`src/design/iosd_pkg.sv`:
```
package iosd_pkg;

	// ---------------------------------------------------------------
	// Register bus
	// ---------------------------------------------------------------
	localparam int          ADDR_W        = 12;
	localparam int          DATA_W        = 32;
	localparam logic [11:0] OFF_IRQ_STAT  = 12'h000;
	localparam logic [11:0] OFF_IRQ_MASK  = 12'h004;
	localparam logic [11:0] OFF_MISMATCH  = 12'h008;
	localparam logic [11:0] OFF_SLOT_BASE = 12'h100;
	localparam int          SLOT_SH       = 4;
	localparam logic [11:0] SLOT_CFG      = 12'h000;
	localparam logic [11:0] SLOT_TYPE     = 12'h004;
	localparam logic [11:0] SLOT_DIAG     = 12'h008;

	// ---------------------------------------------------------------
	// Identifier digits and module families
	// ---------------------------------------------------------------
	localparam logic [3:0] HI_DIG2     = 4'h6;
	localparam logic [3:0] LO_DIG2     = 4'h1;
	localparam logic [3:0] HI_CNT      = 4'h1;
	localparam logic [3:0] LO_CNT      = 4'h3;
	localparam logic [3:0] HI_AIN      = 4'h3;
	localparam logic [3:0] LO_AIN_MIN  = 4'h1;
	localparam logic [3:0] LO_AIN_MAX  = 4'h5;
	localparam logic [3:0] HI_AOUT     = 4'h4;
	localparam logic [3:0] HI_DOUT     = 4'h5;

	typedef enum logic [4:0] {
		FAM_NONE = 5'h01,
		FAM_DIG2 = 5'h02,
		FAM_CNT  = 5'h04,
		FAM_AIN  = 5'h08,
		FAM_OUT  = 5'h10
	} iosd_fam_e;

	// ---------------------------------------------------------------
	// Diagnostic byte layout
	// ---------------------------------------------------------------
	localparam int DIG_CH1_BIT   = 0;
	localparam int DIG_CH2_BIT   = 1;
	localparam int CNT_STATE_BIT = 0;
	localparam int CNT_INVAL_BIT = 1;
	localparam int CNT_DIR_BIT   = 3;
	localparam int UNDER_OFS     = 0;
	localparam int INVAL_OFS     = 1;
	localparam int CH_STRIDE     = 4;
	localparam int MAX_CH        = 4;

	// ---------------------------------------------------------------
	// Carriers
	// ---------------------------------------------------------------
	typedef struct packed {
		logic       dual;
		logic [2:0] chan_cnt;
		logic [7:0] cfg_id;
	} iosd_cfg_s;

	localparam iosd_cfg_s CFG_RST = 12'h000;

	typedef struct packed {
		logic [7:0] plugged_id;
		logic       counter;
		logic       direction;
		logic [3:0] under;
		logic [3:0] inval;
		logic [3:0] data;
	} iosd_raw_s;

	localparam iosd_raw_s RAW_RST = 22'h000000;

endpackage

```
`src/design/iosd_slot_diag.sv`:
```
`timescale 1ns/1ns
// Notes on behaviour
// [RULE1] Two-channel digital: data bits 0, 1
// [RULE2] Counter: state 0, invalid 1, direction 3
// [RULE3] Analog in byte one: channels 1, 2
// [RULE4] Analog in byte two: channels 3, 4
// [RULE5] Outputs report invalid bits 1, 5 only
// [RULE6] Second byte only for dual-width modules
// [RULE7] Absent channels read as reserved zero; counter bits are not masked by chan_cnt
// [RULE8] Type pair: configured then plugged identifier
// [RULE9] Identifier: family digit, then type number
// [RULE10] Reader compares pair, mismatch needs action
// [RULE11] Per-slot mismatch flag from pair compare
module iosd_slot_diag
	import iosd_pkg::*;
#(
	parameter int NSLOTS = 8
) (
	input  wire logic                    clock,
	input  wire logic                    rst_n,
	input  wire logic [ADDR_W-1:0]       addr,
	input  wire logic [DATA_W-1:0]       wdata,
	input  wire logic                    wr_stb,
	input  wire logic                    rd_stb,
	output logic      [DATA_W-1:0]       rdata,
	input  wire iosd_raw_s [NSLOTS-1:0]  slot_raw,
	output logic      [NSLOTS-1:0]       slot_mismatch,
	output logic                         irq
);

	// ---------------------------------------------------------------
	// Helpers
	// ---------------------------------------------------------------
	function automatic logic [ADDR_W-1:0] slot_addr(input int s, input logic [11:0] r);
		slot_addr = ADDR_W'(OFF_SLOT_BASE + (ADDR_W'(s) << SLOT_SH) + r);
	endfunction

	// The family is taken from the configured identifier, so the layout
	// never jumps while a wrong module is plugged in
	function automatic iosd_fam_e fam_of(input logic [7:0] id);
		logic [3:0] hi;
		logic [3:0] lo;
		hi = id[7:4];
		lo = id[3:0];
		if (hi == HI_DIG2 && lo == LO_DIG2) begin // [RULE9]
			fam_of = FAM_DIG2;
		end else if (hi == HI_CNT && lo == LO_CNT) begin
			fam_of = FAM_CNT;
		end else if (hi == HI_AIN && lo >= LO_AIN_MIN && lo <= LO_AIN_MAX) begin
			fam_of = FAM_AIN;
		end else if (hi == HI_AOUT || hi == HI_DOUT) begin
			fam_of = FAM_OUT;
		end else begin
			fam_of = FAM_NONE;
		end
	endfunction

	function automatic logic [15:0] build_diag(input iosd_cfg_s c, input iosd_raw_s r);
		logic [MAX_CH-1:0] en;
		logic [7:0]        b2;
		logic [7:0]        b4;
		en = '0;
		b2 = 8'h00;
		b4 = 8'h00;
		for (int i = 0; i < MAX_CH; i++) begin
			en[i] = (3'(i) < c.chan_cnt); // [RULE7]
		end
		case (fam_of(c.cfg_id))
			FAM_DIG2: begin
				b2[DIG_CH1_BIT] = r.data[0] & en[0]; // [RULE1]
				b2[DIG_CH2_BIT] = r.data[1] & en[1]; // [RULE1]
			end
			FAM_CNT: begin
				b2[CNT_STATE_BIT] = r.counter;    // [RULE2]
				b2[CNT_INVAL_BIT] = r.inval[0];   // [RULE2]
				b2[CNT_DIR_BIT]   = r.direction;  // [RULE2]
			end
			FAM_AIN: begin
				for (int k = 0; k < 2; k++) begin
					b2[k*CH_STRIDE+UNDER_OFS] = r.under[k] & en[k];       // [RULE3]
					b2[k*CH_STRIDE+INVAL_OFS] = r.inval[k] & en[k];       // [RULE3]
					b4[k*CH_STRIDE+UNDER_OFS] = r.under[k+2] & en[k+2];   // [RULE4]
					b4[k*CH_STRIDE+INVAL_OFS] = r.inval[k+2] & en[k+2];   // [RULE4]
				end
			end
			FAM_OUT: begin
				for (int k = 0; k < 2; k++) begin
					b2[k*CH_STRIDE+INVAL_OFS] = r.inval[k] & en[k];       // [RULE5]
					b4[k*CH_STRIDE+INVAL_OFS] = r.inval[k+2] & en[k+2];   // [RULE5]
				end
			end
			default: begin
				b2 = 8'h00;
			end
		endcase
		if (!c.dual) begin
			b4 = 8'h00; // [RULE6]
		end
		build_diag = {b4, b2};
	endfunction

	// ---------------------------------------------------------------
	// State
	// ---------------------------------------------------------------
	iosd_raw_s [NSLOTS-1:0] s1_q, s1_d;
	iosd_raw_s [NSLOTS-1:0] s2_q, s2_d;
	iosd_raw_s [NSLOTS-1:0] s3_q, s3_d;
	iosd_raw_s [NSLOTS-1:0] flt_q, flt_d;
	iosd_cfg_s [NSLOTS-1:0] cfg_q, cfg_d;
	logic [NSLOTS-1:0]      mis_q, mis_d;
	logic [NSLOTS-1:0]      stat_q, stat_d;
	logic [NSLOTS-1:0]      mask_q, mask_d;
	logic                   irq_q, irq_d;
	logic [DATA_W-1:0]      rdata_q, rdata_d;

	// ---------------------------------------------------------------
	// Next state
	// ---------------------------------------------------------------
	always_comb begin
		logic [NSLOTS-1:0] w1c;
		w1c     = '0;
		s1_d    = slot_raw;
		s2_d    = s1_q;
		s3_d    = s2_q;
		flt_d   = flt_q;
		cfg_d   = cfg_q;
		mask_d  = mask_q;
		rdata_d = '0;
		// Pins from the modules settle only once two stages agree
		for (int s = 0; s < NSLOTS; s++) begin
			if (s2_q[s] == s3_q[s]) begin
				flt_d[s] = s3_q[s];
			end
		end
		if (wr_stb) begin
			if (addr == OFF_IRQ_STAT) begin
				w1c = wdata[NSLOTS-1:0];
			end
			if (addr == OFF_IRQ_MASK) begin
				mask_d = wdata[NSLOTS-1:0];
			end
			for (int s = 0; s < NSLOTS; s++) begin
				if (addr == slot_addr(s, SLOT_CFG)) begin
					cfg_d[s] = wdata[$bits(iosd_cfg_s)-1:0];
				end
			end
		end
		for (int s = 0; s < NSLOTS; s++) begin
			mis_d[s] = (cfg_d[s].cfg_id != flt_d[s].plugged_id); // [RULE11]
		end
		// A new mismatch in the clearing cycle still latches
		stat_d = (stat_q & ~w1c) | (mis_d & ~mis_q); // [RULE10]
		irq_d  = |(stat_d & mask_d);
		if (rd_stb) begin
			if (addr == OFF_IRQ_STAT) begin
				rdata_d = DATA_W'(stat_q);
			end
			if (addr == OFF_IRQ_MASK) begin
				rdata_d = DATA_W'(mask_q);
			end
			if (addr == OFF_MISMATCH) begin
				rdata_d = DATA_W'(mis_q);
			end
			for (int s = 0; s < NSLOTS; s++) begin
				if (addr == slot_addr(s, SLOT_CFG)) begin
					rdata_d = DATA_W'(cfg_q[s]);
				end
				if (addr == slot_addr(s, SLOT_TYPE)) begin
					rdata_d = DATA_W'({cfg_q[s].cfg_id, flt_q[s].plugged_id}); // [RULE8]
				end
				if (addr == slot_addr(s, SLOT_DIAG)) begin
					rdata_d = DATA_W'(build_diag(cfg_q[s], flt_q[s]));
				end
			end
		end
	end

	// ---------------------------------------------------------------
	// Registers
	// ---------------------------------------------------------------
	always_ff @(posedge clock or negedge rst_n) begin
		if (!rst_n) begin
			s1_q    <= {NSLOTS{RAW_RST}};
			s2_q    <= {NSLOTS{RAW_RST}};
			s3_q    <= {NSLOTS{RAW_RST}};
			flt_q   <= {NSLOTS{RAW_RST}};
			cfg_q   <= {NSLOTS{CFG_RST}};
			mis_q   <= '0;
			stat_q  <= '0;
			mask_q  <= '0;
			irq_q   <= 1'b0;
			rdata_q <= '0;
		end else begin
			s1_q    <= s1_d;
			s2_q    <= s2_d;
			s3_q    <= s3_d;
			flt_q   <= flt_d;
			cfg_q   <= cfg_d;
			mis_q   <= mis_d;
			stat_q  <= stat_d;
			mask_q  <= mask_d;
			irq_q   <= irq_d;
			rdata_q <= rdata_d;
		end
	end

	assign rdata         = rdata_q;
	assign slot_mismatch = mis_q;
	assign irq           = irq_q;

endmodule

```
`config.mk`:
```
export PLATFORM = sky130hd
export DESIGN_NAME = iosd_slot_diag
export DESIGN_NICKNAME = d
export VERILOG_FILES = /design/src/design/iosd_pkg.sv /design/src/design/iosd_slot_diag.sv
export SDC_FILE = /design/constraint.sdc
export NUM_CORES = 1
export LEC_CHECK = 0
export BUFFER_PORTS_ARGS = -buffer_cell sky130_fd_sc_hd__buf_2
export CORE_ASPECT_RATIO = 1.75
export CORE_MARGIN = 3
export CORE_UTILIZATION = 35
export CTS_CLUSTER_SIZE = 40
export DETAILED_ROUTE_END_ITERATION = 12
export PLACE_DENSITY_LB_ADDON = 0.25
export SYNTH_ARGS = -nofsm -noshare
export SYNTH_HDL_FRONTEND = slang
export SYNTH_SLANG_ARGS = --single-unit
```
`constraint.sdc`:
```
create_clock -name clock -period 3.99 [get_ports clock]
set_input_delay 0.399 -clock clock [delete_from_list [all_inputs] [get_ports clock]]
set_output_delay 0.399 -clock clock [all_outputs]
set_load 0.005 [all_outputs]
```
==> summary.md <==
| Metric | Value |
|---|---|
| Number of global-route vias before repair | 22000 |
| Count of clock tree sinks | 825 |
| Routed length on met1 | 36200 microns |
| Post-synthesis average cell area | around 14 sq um |
| Count of filler cells inserted in the layout | around 8000 |
| Delay of the slowest critical-path stage | 0.54 ns |
| Total number of yosys warnings | 0 |
| Pin count of the biggest net entering global routing | 105 |
| Row cnt | 144 |
| Initial core utilization | 0.353 |
| Sort of element at the end of the critical path | flop |
| Worst Tran Pin Value | 0.953 ns |
| Sort of element at the start of the critical path | flop |
| Leading area contributor after synthesis | sky130_fd_sc_hd__dfrtp_1 |
| Die X | 231 microns |
| Top cell family by delay on the critical path | simple AND/OR/NAND/NOR gates |
| Multiplexer fraction of the synthesized cell area | 0.0969 |
| Violation count after the first detailed-routing iteration | 1478 |
| Setup violation total in the final timing report | 0 |
| Minimum period implied by the final worst setup slack | 3.56 ns |
| Unrepaired setup endpoints after global routing | no |
| Clock tree root buffer cell | sky130_fd_sc_hd__clkbuf_16 |
| Number of distinct standard cells referenced by the synthesized netlist | 78 |
| Reported max-cap violation count | 0 |
| Most frequently used flop master after synthesis | sky130_fd_sc_hd__dfrtp_1 |
| Routability Congestion | 0.959 |
| Leading cell types by total area after synthesis | sky130_fd_sc_hd__dfrtp_1, sky130_fd_sc_hd__mux2_2, sky130_fd_sc_hd__xnor2_1 |
| Post-Synth XOR/XNOR Area | 0.0678 |
| Final worst-path cycle share | 0.892 |
| Routed length on met2 | 50500 microns |
| Startpoint-to-endpoint class of the critical path | flop to flop |
| Total grt overflow | 0 |
| Final hold vios | 0 |
| Number of CTS-inserted buffers | 79 |
| Total DRC errors in the routed layout | 0 |
| Cell breakdown of the critical path | xnor2_1 > nand4_1 > nor4_1 > nand4_1 > buf_4 > mux2_2 > xor2_1 > or4_4 > o41a_1 > a311oi_2 > nand4_1 |
| Mapped Cells | ~2200 |
| Post-Route Hold Slack | 0.116 ns |
| Fraction of registers with async set/reset | 1.00 |
| Adder-cell share of the synthesized area | 0 |
| Peak supply drop | 288 uV |
| Fraction of the mapped netlist area in compound gates | 0.0733 |
| CORE AREA | 0.0881 sq mm |
| Insertion delay to the later sink of the worst-skew pair | 0.66 ns |
| WP buf/inv | 1 |
| Leak pwr | 18.0 nW |
| Total standard cell area after synthesis | between 0.03 and 0.04 sq mm |
| P per Cell Area | 452 mW/mm^2 |
| Number of detailed-route iterations in the first pass | 7 |
| Average wire length per cell after detail routing | between 20 and 25 microns |
| Multi-input gate area in the final layout | 0.00997 sq mm |
| Number of buffers inserted by port buffering | 228 |
| Slew HR | 0.364 |
| Most common cell in the netlist | sky130_fd_sc_hd__dfrtp_1 |
| Residual antenna-violating net count after detailed routing | 0 |
| Sequential cell area in the final layout | 0.0206 sq mm |
| TritonCTS clock tree | done |
| Clock tree buffer depth | 3 |
| Required @ worst endpoint | roughly 4.5 ns |
| Maximum clock rate | 281 MHz |
| Signal arrival time at the worst endpoint | 4.08 ns |
| Share of synthesized cell area in and, or, nand and nor gates | 0.0797 |
| Global-route wire length before repair | 145000 microns |
| Maximum fanout along the worst path | 20 |
| HPWL after DPL | 73100 microns |
| Slew Viols, Final | 0 |
| Die Height | 400 microns |
| Vias per inst | 5.12 |
| Number of antenna violations at the first check in global routing | 5 |
| Final sum of negative setup slack | 0 ns |
| Number of nets in the finished design | ~3000 |
| Area share of the largest cell type after synthesis | 0.664 |
| Post-detailed-placement cell area | 0.0343 sq mm |
| Flip-flop and latch count after synthesis | between 800 and 900 |
| Kind of path behind the tightest hold check | primary input to flop |
| Total Wirelength | 97600 microns |
| DIE AREA | 0.0926 sq mm |
| Post-synth EDFFs | 0 |
| Clock-pin slew on the worst setup and hold paths | 0.07 ns |
| Status | finished, final reports clean |
| Global routing usage summed across all routing layers | 0.211 |
| Total number of vias | 20500 |
| Routed length on met3 | 4520 microns |
| Largest family of logic cells by synthesized area | multiplexers |
| Ports | 265 |
| Area overhead of the layout relative to synthesis | 24.9% |
| Sequential area share after synthesis | 0.664 |
| Highest metal layer with signal wires | met5 |
| Number of levels the H-tree was split into | 3 |
| Fin util | 0.441 |
| Synth top cells by count | sky130_fd_sc_hd__dfrtp_1, sky130_fd_sc_hd__mux2_2, sky130_fd_sc_hd__xnor2_1 |
| Crit path top cell by count | sky130_fd_sc_hd__nand4_1 |
| Fin area | 0.0389 sq mm |
| Ratio of cells with drive above 1 in the final layout | 0.255 |
| Slowest library cell on the worst path | sky130_fd_sc_hd__or4_4 |
| Final setup skew | 0.0322 ns |
-- layer usage --
layer / global-route usage / vias up
met2: 0.373 / 753
li1: - / 9079
met1: 0.240 / 10400
met3: 0.0348 / 237
met4: 0.123 / 2
met5: 0 / -
-- cell usage in the layout, fill, tap and decap left out, drive strengths merged, types with 13 or more instances in the layout --
cell type and count:
dfrtp 825, buf 330, mux2 231, dlygate4sd3 177, xnor2 153, clkbuf 113, xor2 88, nand2 86
a21oi 77, nor2 73, nand4 55, o21ai 55, nor4 49, inv 47, nand3 42, mux2i 38
a22oi 35, nor3 22, and3 22, a221oi 19, clkinv 19, a31oi 18, nor2b 16, conb 16
o211ai 15, a221o 13
-- path summary, 6_finish.rpt --
kind / start / end / slack [ns] / cells after the start
setup / recovery: s2_q[60] / irq / 0.43 / 11
hold / removal: rd_stb / rdata[4] / 0.12 / 3
setup reg to reg: s2_q[60] / irq / 0.43 / 11
hold reg to reg: s1_q[41] / s2_q[41] / 0.34 / 0
max in group asynchronous: rst_n / s3_q[133] / 2.50 / 4
min in group asynchronous: rst_n / s2_q[120] / 0.35 / 2
-- timing repair --
item	4_1_cts	5_1_grt
buffers inserted	0	0
gates resized for setup	0	0
hold buffers	177	0
endpoints found under the setup margin	0	0
hold endpoints to repair	247	0
-- area by class of cell --
type	count	share of cell area
diodes	6	0.000386
clock buffers	113	0.0615
clock inverters	33	0.0106
inverters	43	0.00415
multi-input cells	1303	0.257
flip-flops and latches	825	0.531
well taps	1168	0.0376
repair buffers	507	0.0981
-- report_power, final --
part / internal, mW / total (mW) / leakage, nW / switching (mW)
Clock: 4.67 / 7.94 / 1.38 / 3.27
Combinational: 0.371 / 0.787 / 6.40 / 0.417
Sequential: 8.66 / 8.86 / 10.3 / 0.197
Total: 13.7 / 17.6 / 18.0 / 3.89
-- state kept, by name (all words and copies together), names as in the netlist --
| signal | count |
|---|---|
| mask_q | 8 |
| flt_q | 160 |
| irq | 1 |
| s2_q | 176 |
| s3_q | 176 |
| cfg_q | 96 |
| rdata | 16 |
| slot_mismatch | 8 |
| stat_q | 8 |
| s1_q | 176 |
-- stage by stage --
step / instances / setup WS [ns] / total power [mW]
5_1_grt: 3995 / 0.183 / 18.3
3_5_place_dp: 3669 / 0.271 / 9.69
3_3_place_gp: 3669 / 0.245 / 9.66
6_report: 3998 / 0.432 / 17.6
4_1_cts: 3992 / 0.328 / 17.9
2_1_floorplan: 2260 / 0.843 / 9.19
-- worst reg2reg max path, cell delays in order, from the launching register on --
cell	delay, ns
sky130_fd_sc_hd__dfrtp_1	0.39
sky130_fd_sc_hd__xnor2_1	0.18
sky130_fd_sc_hd__nand4_1	0.16
sky130_fd_sc_hd__nor4_1	0.39
sky130_fd_sc_hd__nand4_1	0.13
sky130_fd_sc_hd__buf_4	0.23
sky130_fd_sc_hd__mux2_2	0.32
sky130_fd_sc_hd__xor2_1	0.15
sky130_fd_sc_hd__or4_4	0.54
sky130_fd_sc_hd__o41a_1	0.54
sky130_fd_sc_hd__a311oi_2	0.30
sky130_fd_sc_hd__nand4_1	0.13
-- cell families (layout without fill, tap and decap cells) --
family / Yosys count / in the layout
and+or+nand+nor: 445 / 445
xor gates and xnor gates: 241 / 241
AOI/OAI and AO/OA: 331 / 331
muxes: 270 / 270
buffers and inverters: 132 / 696
DFF: 825 / 825
other: 1 / 22
(Power assumes the default switching activity.)
